## config.mk

```make
export PLATFORM = sky130hd
export DESIGN_NAME = scss_top
export DESIGN_NICKNAME = d
export VERILOG_FILES = /design/src/inc/scss_pkg.sv /design/src/rtl/scss_top.sv
export VERILOG_INCLUDE_DIRS = /design/src /design/src/inc
export SDC_FILE = /design/constraint.sdc
export NUM_CORES = 1
export LEC_CHECK = 0
export BUFFER_PORTS_ARGS = -buffer_cell sky130_fd_sc_hd__buf_2
export CAP_MARGIN = 0
export CORE_ASPECT_RATIO = 0.6
export CORE_MARGIN = 3
export CORE_UTILIZATION = 48
export CTS_BUF_LIST = sky130_fd_sc_hd__clkbuf_2 sky130_fd_sc_hd__clkbuf_4 sky130_fd_sc_hd__clkbuf_8
export DETAILED_ROUTE_END_ITERATION = 8
export PLACE_DENSITY = 0.69
export SETUP_SLACK_MARGIN = 0.05
export SLEW_MARGIN = 25
export SYNTH_ARGS = -nofsm -noshare
export SYNTH_HDL_FRONTEND = slang
export SYNTH_SLANG_ARGS = --single-unit
```

## constraint.sdc

```tcl
create_clock -name clock -period 3.9 [get_ports clock]
set_input_delay 0 -clock clock [delete_from_list [all_inputs] [get_ports clock]]
set_output_delay 0 -clock clock [all_outputs]
set_load 0.02 [all_outputs]
```

## src/inc/scss_consts.svh

```systemverilog
/*
 * Constants for the system clock source select block: register offsets,
 * field positions, reset values and timing counts.
 * Assumes it is included by its bare name.
 */
`ifndef SCSS_CONSTS_SVH
`define SCSS_CONSTS_SVH

// ****************************************************************
// Register offsets
// ****************************************************************
`define SCSS_ADDR_CTRL_ONE 4'h0
`define SCSS_ADDR_FREQ_SEL 4'h1
`define SCSS_ADDR_STATUS 4'h2
`define SCSS_ADDR_CONFIG 4'h3

// ****************************************************************
// Field positions
// ****************************************************************
`define SCSS_NEW_DIVIDER_FIELD_LSB 0
`define SCSS_NEW_SOURCE_FIELD_LSB 4
`define SCSS_CFG_EXT_LSB 0
`define SCSS_CFG_RST_LSB 4
`define SCSS_CFG_CLOCK_OUTPUT_PIN_BIT 7

// ****************************************************************
// Reset values
// ****************************************************************
`define SCSS_FREQ_SEL_RESET 4'h0
`define SCSS_CONFIG_RESET 8'h00

// ****************************************************************
// Timing
// ****************************************************************
`define SCSS_OST_CYCLES 1024
`define SCSS_READY_CYCLES 16

`endif

```

## src/inc/scss_pkg.sv

```systemverilog
/*
 * Types for the system clock source select block.
 * Assumes the constants header sits beside it.
 */
package scss_pkg;

  // Source codes of the new-source and reset-source fields.
  typedef enum logic [2:0]
  {
    SCSS_SRC_FAST_PLL = 3'h1,
    SCSS_SRC_EXT_PLL = 3'h2,
    SCSS_SRC_SLOW = 3'h5,
    SCSS_SRC_FAST = 3'h6,
    SCSS_SRC_EXT = 3'h7,
    SCSS_SRC_FAST_ALT = 3'h0,
    SCSS_SRC_RSVD3 = 3'h3,
    SCSS_SRC_RSVD4 = 3'h4
  } scss_src_t;

  // External oscillator configuration codes.
  typedef enum logic [2:0]
  {
    SCSS_EXT_LOW_GAIN = 3'h0,
    SCSS_EXT_MED_GAIN = 3'h1,
    SCSS_EXT_HIGH_GAIN = 3'h2,
    SCSS_EXT_OFF = 3'h4,
    SCSS_EXT_CLK_LOW = 3'h5,
    SCSS_EXT_CLK_MED = 3'h6,
    SCSS_EXT_CLK_HIGH = 3'h7,
    SCSS_EXT_RSVD3 = 3'h3
  } scss_ext_t;

  typedef enum logic [1:0]
  {
    SCSS_ST_IDLE = 2'h0,
    SCSS_ST_WAIT = 2'h1,
    SCSS_ST_SWITCH = 2'h2
  } scss_state_t;

endpackage

```

## src/rtl/scss_top.sv

```systemverilog
/*
 * System clock source select: holds the source and divider selection,
 * waits for a new source to run before switching, steers the amplifier
 * gain and power level, and makes the Fosc/4 clock output.
 * Assumes the oscillators are outside and report their clocks as enable
 * pulses synchronous to clock; the external party keeps
 * its crystal in the range that the chosen gain mode is meant for.
 */
//
// Behaviour
// - Fast oscillator frequency chosen by software register
// - Slow internal oscillator fixed at 31 kHz
// - Times-four multiplier usable on external clock
// - Source and divider fields request clock switch
// - Reset source taken from configuration fields
// - Clock output toggles at one quarter system rate
// - Clock output only where second pin unused
// - External clock mode frees the second pin
// - External clock has three power levels
// - External clock skips oscillator start-up timer
// - Stopped external clock halts, state kept
// - Resonator modes map to low, medium, high gain
`timescale 1ns/10ps
`include "scss_consts.svh"

module scss_top
#(
  parameter int OST_CYCLES = `SCSS_OST_CYCLES, // Start-up timer length.
  parameter int READY_CYCLES = `SCSS_READY_CYCLES // Settle time for running sources.
)
(
  input wire logic clock, // System clock, 100 MHz.
  input wire logic nrst, // Asynchronous reset, active low.
  input wire logic [3:0] addr, // Register address.
  input wire logic [7:0] wdata, // Write data.
  input wire logic wr, // Write strobe.
  input wire logic rd, // Read strobe.
  input wire logic [7:0] config_word_one_high, // Configuration word.
  input wire logic ext_clk_en, // One pulse per external clock edge.
  input wire logic fast_en, // One pulse per fast oscillator edge.
  input wire logic slow_en, // One pulse per slow oscillator edge.
  input wire logic osc_second_pin_in, // Second pin input level.
  output logic [7:0] rdata, // Read data, one cycle after rd.
  output logic [3:0] internal_freq_select, // Fast oscillator frequency code.
  output scss_pkg::scss_src_t cur_source, // Active system clock source.
  output logic [3:0] cur_divider, // Active divider code.
  output logic pll_on, // Multiplier enabled.
  output logic [1:0] amp_gain, // Amplifier gain, 0 off to 3 high.
  output logic [1:0] ext_power, // External clock power, 0 off to 3 high.
  output logic sys_clk_en, // Gated system clock enable pulse.
  output logic osc_second_pin_out, // Clock output level.
  output logic osc_second_pin_oe_n, // Low while the pin is driven.
  output logic gpio_free // Second pin free for general I/O.
);
  import scss_pkg::*;

  // ****************************************************************
  // Decoding
  // ****************************************************************
  function automatic logic uses_ext(input scss_src_t s);
    uses_ext = (s == SCSS_SRC_EXT) || (s == SCSS_SRC_EXT_PLL);
  endfunction

  function automatic logic src_tick(input scss_src_t s, input logic e, input logic f, input logic l);
    src_tick = uses_ext(s) ? e : ((s == SCSS_SRC_SLOW) ? l : f);
  endfunction

  function automatic logic [11:0] div_limit(input logic [3:0] d);
    div_limit = 12'h001 << ((d > 4'h9) ? 4'h9 : d);
  endfunction

  scss_ext_t ext_cfg;
  logic is_ext_clock_mode;
  logic is_resonator;
  logic cfg_clock_output_pin;
  assign ext_cfg = scss_ext_t'(config_word_one_high[`SCSS_CFG_EXT_LSB +: 3]);
  assign cfg_clock_output_pin = config_word_one_high[`SCSS_CFG_CLOCK_OUTPUT_PIN_BIT];
  assign is_ext_clock_mode = (ext_cfg == SCSS_EXT_CLK_LOW) || (ext_cfg == SCSS_EXT_CLK_MED) ||
                             (ext_cfg == SCSS_EXT_CLK_HIGH);
  assign is_resonator = (ext_cfg == SCSS_EXT_LOW_GAIN) || (ext_cfg == SCSS_EXT_MED_GAIN) ||
                        (ext_cfg == SCSS_EXT_HIGH_GAIN);

  // ****************************************************************
  // Registers and switch sequencer
  // ****************************************************************
  scss_state_t state, next_state;
  scss_src_t req_source, next_req_source;
  scss_src_t next_cur_source;
  logic [3:0] req_divider, next_req_divider;
  logic [3:0] next_cur_divider;
  logic [3:0] next_internal_freq_select;
  logic [11:0] wait_cnt, next_wait_cnt;
  logic [11:0] wait_len;
  logic booted, next_booted;
  logic [7:0] next_rdata;
  logic new_tick;

  assign new_tick = src_tick(req_source, ext_clk_en, fast_en, slow_en);
  // External clock mode needs no start-up timer; resonators do.
  assign wait_len = (uses_ext(req_source) && !is_ext_clock_mode) ? 12'(OST_CYCLES) : 12'(READY_CYCLES);

  always_comb
  begin
    next_state = state;
    next_req_source = req_source;
    next_req_divider = req_divider;
    next_cur_source = cur_source;
    next_cur_divider = cur_divider;
    next_internal_freq_select = internal_freq_select;
    next_wait_cnt = wait_cnt;
    next_booted = 1'b1;
    next_rdata = 8'h00;
    if (!booted)
    begin
      // Reset source is caught once the reset has released.
      next_cur_source = scss_src_t'(config_word_one_high[`SCSS_CFG_RST_LSB +: 3]);
      next_req_source = next_cur_source;
      next_cur_divider = 4'h0;
      next_req_divider = 4'h0;
    end
    else
    begin
      if (wr && addr == `SCSS_ADDR_CTRL_ONE)
      begin
        next_req_source = scss_src_t'(wdata[`SCSS_NEW_SOURCE_FIELD_LSB +: 3]);
        next_req_divider = wdata[`SCSS_NEW_DIVIDER_FIELD_LSB +: 4];
        next_state = SCSS_ST_WAIT;
        next_wait_cnt = 12'h000;
      end
      else
      begin
        unique case (state)
          SCSS_ST_IDLE:
          begin
            next_state = SCSS_ST_IDLE;
          end
          SCSS_ST_WAIT:
          begin
            // Counting only source edges proves the new source runs.
            if (new_tick)
            begin
              next_wait_cnt = wait_cnt + 12'h001;
            end
            if (wait_cnt >= wait_len)
            begin
              next_state = SCSS_ST_SWITCH;
            end
          end
          SCSS_ST_SWITCH:
          begin
            // Swap on a new source edge so no short pulse reaches the core.
            if (new_tick)
            begin
              next_cur_source = req_source;
              next_cur_divider = req_divider;
              next_state = SCSS_ST_IDLE;
            end
          end
        endcase
      end
      if (wr && addr == `SCSS_ADDR_FREQ_SEL)
      begin
        next_internal_freq_select = (wdata[3:0] > 4'h8) ? 4'h8 : wdata[3:0];
      end
      if (rd)
      begin
        unique case (addr)
          `SCSS_ADDR_CTRL_ONE: next_rdata = {1'b0, req_source, req_divider};
          `SCSS_ADDR_FREQ_SEL: next_rdata = {4'h0, internal_freq_select};
          `SCSS_ADDR_STATUS: next_rdata = {(state != SCSS_ST_IDLE), cur_source, cur_divider};
          `SCSS_ADDR_CONFIG: next_rdata = config_word_one_high;
          default: next_rdata = 8'h00;
        endcase
      end
    end
  end

  always_ff @(posedge clock or negedge nrst)
  begin
    if (!nrst)
    begin
      state <= SCSS_ST_IDLE;
      req_source <= SCSS_SRC_FAST_ALT;
      req_divider <= 4'h0;
      cur_source <= SCSS_SRC_FAST_ALT;
      cur_divider <= 4'h0;
      internal_freq_select <= `SCSS_FREQ_SEL_RESET;
      wait_cnt <= 12'h000;
      booted <= 1'b0;
      rdata <= 8'h00;
    end
    else
    begin
      state <= next_state;
      req_source <= next_req_source;
      req_divider <= next_req_divider;
      cur_source <= next_cur_source;
      cur_divider <= next_cur_divider;
      internal_freq_select <= next_internal_freq_select;
      wait_cnt <= next_wait_cnt;
      booted <= next_booted;
      rdata <= next_rdata;
    end
  end

  // ****************************************************************
  // Oscillator mode outputs, divider and clock output
  // ****************************************************************
  logic next_pll_on;
  logic [1:0] next_amp_gain, next_ext_power;
  logic [11:0] div_cnt, next_div_cnt;
  logic [1:0] q_cnt, next_q_cnt;
  logic next_sys_clk_en, next_pin_out, next_pin_oe_n, next_gpio_free;
  logic cur_tick;

  // A stopped external clock gives no ticks: everything downstream holds.
  assign cur_tick = src_tick(cur_source, ext_clk_en, fast_en, slow_en);

  always_comb
  begin
    next_pll_on = (cur_source == SCSS_SRC_EXT_PLL) || (cur_source == SCSS_SRC_FAST_PLL);
    next_amp_gain = 2'h0;
    next_ext_power = 2'h0;
    unique case (ext_cfg)
      SCSS_EXT_LOW_GAIN: next_amp_gain = 2'h1;
      SCSS_EXT_MED_GAIN: next_amp_gain = 2'h2;
      SCSS_EXT_HIGH_GAIN: next_amp_gain = 2'h3;
      SCSS_EXT_CLK_LOW: next_ext_power = 2'h1;
      SCSS_EXT_CLK_MED: next_ext_power = 2'h2;
      SCSS_EXT_CLK_HIGH: next_ext_power = 2'h3;
      default: next_ext_power = 2'h0;
    endcase
    next_div_cnt = div_cnt;
    next_q_cnt = q_cnt;
    next_sys_clk_en = 1'b0;
    if (cur_tick)
    begin
      if (div_cnt + 12'h001 >= div_limit(cur_divider))
      begin
        next_div_cnt = 12'h000;
        next_sys_clk_en = 1'b1;
        next_q_cnt = q_cnt + 2'h1;
      end
      else
      begin
        next_div_cnt = div_cnt + 12'h001;
      end
    end
    // Resonators own the second pin, so it is never driven then.
    next_gpio_free = !is_resonator;
    next_pin_oe_n = !(cfg_clock_output_pin && !is_resonator);
    next_pin_out = next_pin_oe_n ? 1'b0 : next_q_cnt[1];
  end

  always_ff @(posedge clock or negedge nrst)
  begin
    if (!nrst)
    begin
      pll_on <= 1'b0;
      amp_gain <= 2'h0;
      ext_power <= 2'h0;
      div_cnt <= 12'h000;
      q_cnt <= 2'h0;
      sys_clk_en <= 1'b0;
      osc_second_pin_out <= 1'b0;
      osc_second_pin_oe_n <= 1'b1;
      gpio_free <= 1'b0;
    end
    else
    begin
      pll_on <= next_pll_on;
      amp_gain <= next_amp_gain;
      ext_power <= next_ext_power;
      div_cnt <= next_div_cnt;
      q_cnt <= next_q_cnt;
      sys_clk_en <= next_sys_clk_en;
      osc_second_pin_out <= next_pin_out;
      osc_second_pin_oe_n <= next_pin_oe_n;
      gpio_free <= next_gpio_free;
    end
  end

endmodule

```

==> results of run 1 <==
## stage by stage
step	power (W)	setup WS [ps]	area, sq um	std cells	hold slack, ps
after floorplan	0.00131	938	3750	394	-296
after global placement	0.00147	733	4090	539	208
after detailed placement	0.00149	667	4090	539	208
after CTS	0.00205	618	4460	573	30.0
after global routing	0.00218	404	4470	573	42.8
final	0.00205	561	4470	573	46.1
## final timing paths
check / start / endpoint / slack (ps)
min in group asynchronous: nrst / wait_cnt[8] / 350
hold / removal: addr[1] / rdata[7] / 50
hold reg to reg: wait_cnt[0] / wait_cnt[0] / 510
max in group asynchronous: nrst / div_cnt[4] / 3000
setup reg to reg: div_cnt[6] / osc_second_pin_out / 560
setup / recovery: div_cnt[6] / osc_second_pin_out / 560
## worst reg2reg max path: cells and delay by family (launching register included)
family          cells  cell delay (ps)
compound gates      4             1470
fa+ha+maj           1              290
flops               1              500
simple gates        4             1010
## power by group
| part | total (W) | internal, W | switching (W) |
|---|---|---|---|
| Combinational | 0.000618 | 0.000278 | 0.000339 |
| Sequential | 0.000894 | 0.000763 | 0.000131 |
| Clock | 0.000533 | 0.000291 | 0.000242 |
| Total | 0.00205 | 0.00133 | 0.000713 |
## state kept, by name (all words and copies together) (netlist names), 3 cells and up
register and cells:
rdata 8, cur_divider 4, internal_freq_select 4, div_cnt 12
cur_source 3, req_divider 4, wait_cnt 12, req_source 3
## cell type report
cell class              count  area share
multi-input cells         296       0.446
flip-flops and latches     64       0.359
repair buffers             78       0.112
clock buffers              15      0.0406
well taps                 104      0.0291
inverters                  16      0.0134
## cells in the final DEF (no fill, tap or decap), types with 4 or more instances in the layout
| cell type | netlist | layout |
|---|---|---|
| dfrtp_1 | 63 | 63 |
| nand3_1 | 20 | 20 |
| nand2b_1 | 5 | 5 |
| clkbuf_8 | 1 | 11 |
| nor3_1 | 6 | 6 |
| mux2i_1 | 4 | 4 |
| buf_2 | 3 | 53 |
| nand2_1 | 54 | 54 |
| and2_1 | 6 | 6 |
| xnor2_1 | 10 | 10 |
| or3_1 | 5 | 5 |
| buf_4 | 2 | 6 |
| ha_1 | 17 | 17 |
| dlygate4sd3_1 | 0 | 19 |
| o21ai_0 | 21 | 21 |
| o31ai_1 | 6 | 6 |
| inv_1 | 16 | 16 |
| o311ai_0 | 4 | 4 |
| clkbuf_4 | 0 | 4 |
| a31oi_1 | 4 | 4 |
| mux4_2 | 4 | 4 |
| nor4_1 | 5 | 4 |
| nand3b_1 | 4 | 4 |
| a21oi_1 | 15 | 15 |
| nor2_1 | 22 | 22 |
| mux2_2 | 4 | 4 |
| a21o_1 | 5 | 5 |
| nand4_1 | 6 | 6 |
| and3_1 | 7 | 7 |
| nor2b_1 | 9 | 9 |
## cells by family after synthesis
logic type,Yosys count,synth area share
DFF,64,0.429
muxes,13,0.0509
xor gates and xnor gates,13,0.0305
adders and majority gates,17,0.0569
buffers and inverters,34,0.0422
other,1,0.00100
AOI/OAI and AO/OA,83,0.155
and+or+nand+nor,167,0.235
## routing by layer
layer	vias up	GRT usage	part of all wire
met5	-	0	0
met4	0	0.0723	0.014
met3	13	0.0745	0.090
met2	146	0.294	0.38
met1	1570	0.350	0.52
li1	1565	-	-
==> reports/results.tsv, run 1 <==
stage	metric	value	unit
clocking	Worst-Skew Late Latency	360	ps
routing	routed length per instance	16.9	microns
critical_path	cell family with most CP delay	compound AO/OA/AOI/OAI gates	
routing	vias per inst	5.75	
logic_synthesis	Avg Cell Area, Syn	9.54	sq um
routing	Starting DRT DRC Count	314	
clocking	CTS H-tree depth	3	
global_routing	first-pass GRT wire length	15.3	mm
logic_synthesis	top cell type's share of synthesized area	0.422	
global_routing	initial antenna violation count	0	
clocking	CTS root buf	clkbuf_8	
layout	fraction of layout cells with a size suffix above 1	0.205	
layout	P&R area growth vs syn	19.5	%
timing	Tightest Pin Transition	1000	ps
logic_synthesis	synthesis-stage register bit count	64	
routing	DRC viols	0	
floorplanning	# rows	24	
layout	register area	1600	sq um
floorplanning	Initial Util	0.504	
clocking	CTS Buf Count	9	
logic_synthesis	EDFF count, synth	0	
layout	filler cell count	648	
critical_path	worst path bufs/invs	0	
floorplanning	Placeable Area	7420	sq um
clocking	CTS tree	built	
timing	Max Slew Vio Count	0	
power_and_ir_drop	peak supply drop	0.253	mV
layout	footprint of the multi-input gates	1990	sq um
clocking	postcts setup bufs	0	
timing	Finish-stage setup viols	0	
floorplanning	Boundary Pins	56	
critical_path	critical path's largest stage delay	590	ps
critical_path	Register-to-Register Path Depth	9	
logic_synthesis	count leader, synth	dfrtp_1	
place	PortBufs	53	
floorplanning	Die Y	74.4	microns
global_routing	largest net degree at the start of global routing	65	
logic_synthesis	Post-synth top cells	dfrtp_1 (63), nand2_1 (54), nor2_1 (22), o21ai_0 (21), nand3_1 (20)	
critical_path	logic depth of the worst setup path including buffers	9	
critical_path	Critical-path top delay cell	a2111oi_0	
layout	Final Core Density	0.602	
timing	Relative slew margins	0.325	
place	RD Place Congestion	0.926	
timing	Fin Setup TNS	0	ps
floorplanning	die area	8920	sq um
timing	Setup Skew	8.38	ps
logic_synthesis	Cells after Synth	392	
critical_path	Crit Path Category	flop to flop	
place	HPWL after DPL	7.07	mm
run	Max-Cap Viols	0	
global_routing	overflow left after global routing	0	
min_path	worst hold path cell count	3	
routing	Routed Antenna Nets	0	
logic_synthesis	Post-synth ARST share	1.00	
timing	unrepaired setup endpoints after global routing	no	
critical_path	crit path cell chain	nand4_1 > o31a_1 > or2_2 > ha_1 > and4_1 > nor4b_1 > o31ai_1 > a2111oi_0 > o311a_1	
power_and_ir_drop	P_leak	2.04	nW
global_routing	vias in the first global route	2930	
critical_path	critical path arrival	3630	ps
critical_path	crit path launch type	flop	
logic_synthesis	Synth Cell Area	3740	sq um
logic_synthesis	Syn. warnings	0	
critical_path	maximum fanout along the worst path	8	
clocking	cts repair resizes	0	
routing	vias	3294	
clocking	hold buffers post-CTS	19	
critical_path	Critical Path RT	4190	ps
clocking	clock tree sinks	64	
timing	Final min period	3340	ps
min_path	Tightest Hold Check Type	input port to flop	
routing	Post-Route WL	9.69	mm
layout	Nets	510	
logic_synthesis	sequential area share after synthesis	0.429	
logic_synthesis	Yosys top cell by area	dfrtp_1	
floorplanning	Chip Width	120	microns
clocking	Clock transition at path regs	70	ps
logic_synthesis	Netlist cell types	70	
clocking	clock buffer depth	2	
critical_path	Setup crit end kind	flop	
power_and_ir_drop	cell area power density	458	nW/um^2
logic_synthesis	Most used DFF post-synth	dfrtp_1	
timing	Fmax	300	MHz
logic_synthesis	Area contributors post-synth	dfrtp_1 (42%), ha_1 (5.7%), nand2_1 (5.4%)	
global_routing	GR Util All Layers	0.226	
routing	DRT Pass-1 Iters	4	
run_status	outcome	complete, no violations	
timing	period utilization	0.856	
timing	Hold Vio Cnt, Final	0	
layout	ANT cells	0	
(Power assumes the default switching activity.)
==> inputs of run 2 (changes only) <==
PLACE_DENSITY = not set   (was 0.69)
PLACE_DENSITY_LB_ADDON = 0.15   (was not set)
==> reports/results.tsv, run 2 (synthesized netlist as in run 1, its figures left out) <==
stage	metric	value	unit
run_status	outcome	complete, no violations	
routing	vias per inst	5.75	
global_routing	GRT Max-Usage Layer	met1	
timing	Relative slew margins	0.483	
floorplanning	Chip Width	120	microns
clocking	clock tree sinks	64	
timing	Finish-stage setup viols	0	
place	worst slack at placement	769	ps
clocking	CTS Buf Count	9	
layout	most used cells in the layout excluding fill and tap cells	dfrtp_1 (63), nand2_1 (54), buf_2 (53)	
power_and_ir_drop	P_leak	2.05	nW
global_routing	GR Util All Layers	0.237	
global_routing	GR met2 Demand/Resource	0.322	
critical_path	Critical-path top delay cell	a2111oi_0	
floorplanning	Die Y	74.4	microns
timing	PnR worst setup slack	719	ps
routing	routed length per instance	17.6	microns
power_and_ir_drop	cell area power density	469	nW/um^2
timing	Max Slew Vio Count	0	
critical_path	cell family with most CP delay	compound AO/OA/AOI/OAI gates	
floorplanning	Initial Util	0.504	
place	HPWL after DPL	7.35	mm
floorplanning	# rows	24	
critical_path	critical path arrival	3470	ps
layout	P&R area growth vs syn	20.4	%
layout	fraction of layout cells with a size suffix above 1	0.206	
clocking	postcts setup bufs	0	
critical_path	crit path cell chain	nand4_1 > o31a_1 > or2_2 > ha_1 > and4_1 > nor4b_1 > o31ai_1 > a2111oi_0 > o311a_1	
global_routing	vias in the first global route	3058	
global_routing	M3 GR Usage	0.0631	
layout	ANT cells	0	
clocking	Clock transition at path regs	70	ps
critical_path	worst path bufs/invs	0	
global_routing	initial antenna violation count	0	
layout	filler cell count	666	
global_routing	overflow left after global routing	0	
critical_path	critical path's largest stage delay	560	ps
routing	Post-Route WL	10.1	mm
clocking	CTS root buf	clkbuf_8	
routing	DRT Pass-1 Iters	5	
floorplanning	Placeable Area	7420	sq um
run	Max-Cap Viols	0	
timing	Fin Setup TNS	0	ps
critical_path	Critical Path RT	4190	ps
global_routing	met1 GRT Util	0.364	
routing	DRC viols	0	
layout	footprint of the multi-input gates	1990	sq um
place	RD Place Congestion	0.954	
timing	Tightest Pin Transition	768	ps
routing	Routed Antenna Nets	0	
layout	most common cell after layout, fill and taps aside	dfrtp_1	
timing	Final min period	3180	ps
layout	top flop regs	div_cnt (12), wait_cnt (12), rdata (8)	
place	PortBufs	53	
timing	period utilization	0.816	
critical_path	Setup crit end kind	flop	
timing	Hold Vio Cnt, Final	0	
floorplanning	Boundary Pins	56	
timing	Fmax	314	MHz
routing	vias	3309	
layout	Nets	511	
power_and_ir_drop	overall power	0.00211	W
critical_path	Crit Path Category	flop to flop	
min_path	Tightest Hold Check Type	input port to flop	
clocking	cts repair resizes	0	
clocking	Worst-Skew Late Latency	360	ps
critical_path	crit path launch type	flop	
timing	unrepaired setup endpoints after global routing	no	
critical_path	maximum fanout along the worst path	8	
routing	Starting DRT DRC Count	334	
power_and_ir_drop	peak supply drop	0.210	mV
clocking	clock buffer depth	2	
layout	Final Core Density	0.607	
clocking	CTS H-tree depth	3	
timing	Setup Skew	5.98	ps
global_routing	largest net degree at the start of global routing	42	
floorplanning	die area	8920	sq um
clocking	CTS tree	built	
global_routing	first-pass GRT wire length	15.9	mm
layout	register area	1600	sq um
[run 2: cell count changes in the layout (fill, tap and decap cells not counted)]
cell           previous run  this run
clkinv_2                  0         2
dlygate4sd3_1            19        20
clkbuf_4                  4         0
clkinvlp_4                0         2
bufinv_16                 0         1
[run 2: cell type report]
class                           count  area share
Multi-Input combinational cell    296       0.442
Sequential cell                    64       0.356
Timing Repair Buffer               79       0.113
Clock buffer                       11      0.0336
Tap cell                          104      0.0289
Inverter                           16      0.0133
Clock inverter                      5      0.0122
[run 2: path summary, 6_finish.rpt]
path / slack [ps] / cells past startpoint / startpoint / to
min in group asynchronous: 160 / 2 / nrst / cur_source[2]
worst min-delay path: 40 / 3 / addr[1] / rdata[7]
worst max-delay path: 720 / 9 / div_cnt[6] / osc_second_pin_out
worst max register to register: 720 / 9 / div_cnt[6] / osc_second_pin_out
worst min register to register: 520 / 2 / div_cnt[11] / div_cnt[11]
max in group asynchronous: 2800 / 3 / nrst / cur_divider[1]
[run 2: routing by layer]
metal	part of all wire	vias to the layer above	wire length (microns)
met3	0.077	13	776
met2	0.40	141	4010
li1	-	1569	-
met4	0.010	0	102
met1	0.52	1586	5210
met5	0	-	0
[run 2: repair_timing]
action / CTS / global route
setup endpoints to repair: 0 / 0
hold endpoints to repair: 43 / 0
hold buffers: 20 / 0
[run 2: through the flow]
stage               instances  cell area (sq um)  hold WS [ps]
finish                    575               4500          40.5
global route              575               4500          75.4
CTS                       575               4500          29.3
detailed placement        539               4090          28.0
global placement          539               4090          23.4
floorplan                 394               3750          -296
[run 2: power by group]
part | total [W] | switching, W | internal, W
Clock | 0.000600 | 0.000272 | 0.000327
Combinational | 0.000620 | 0.000341 | 0.000279
Sequential | 0.000894 | 0.000131 | 0.000762
Total | 0.00211 | 0.000745 | 0.00137
[run 2: tightest hold or removal path, cell delays in order]
cell and delay (ps):
buf_2 190, o21ai_0 110, nor3_1 60
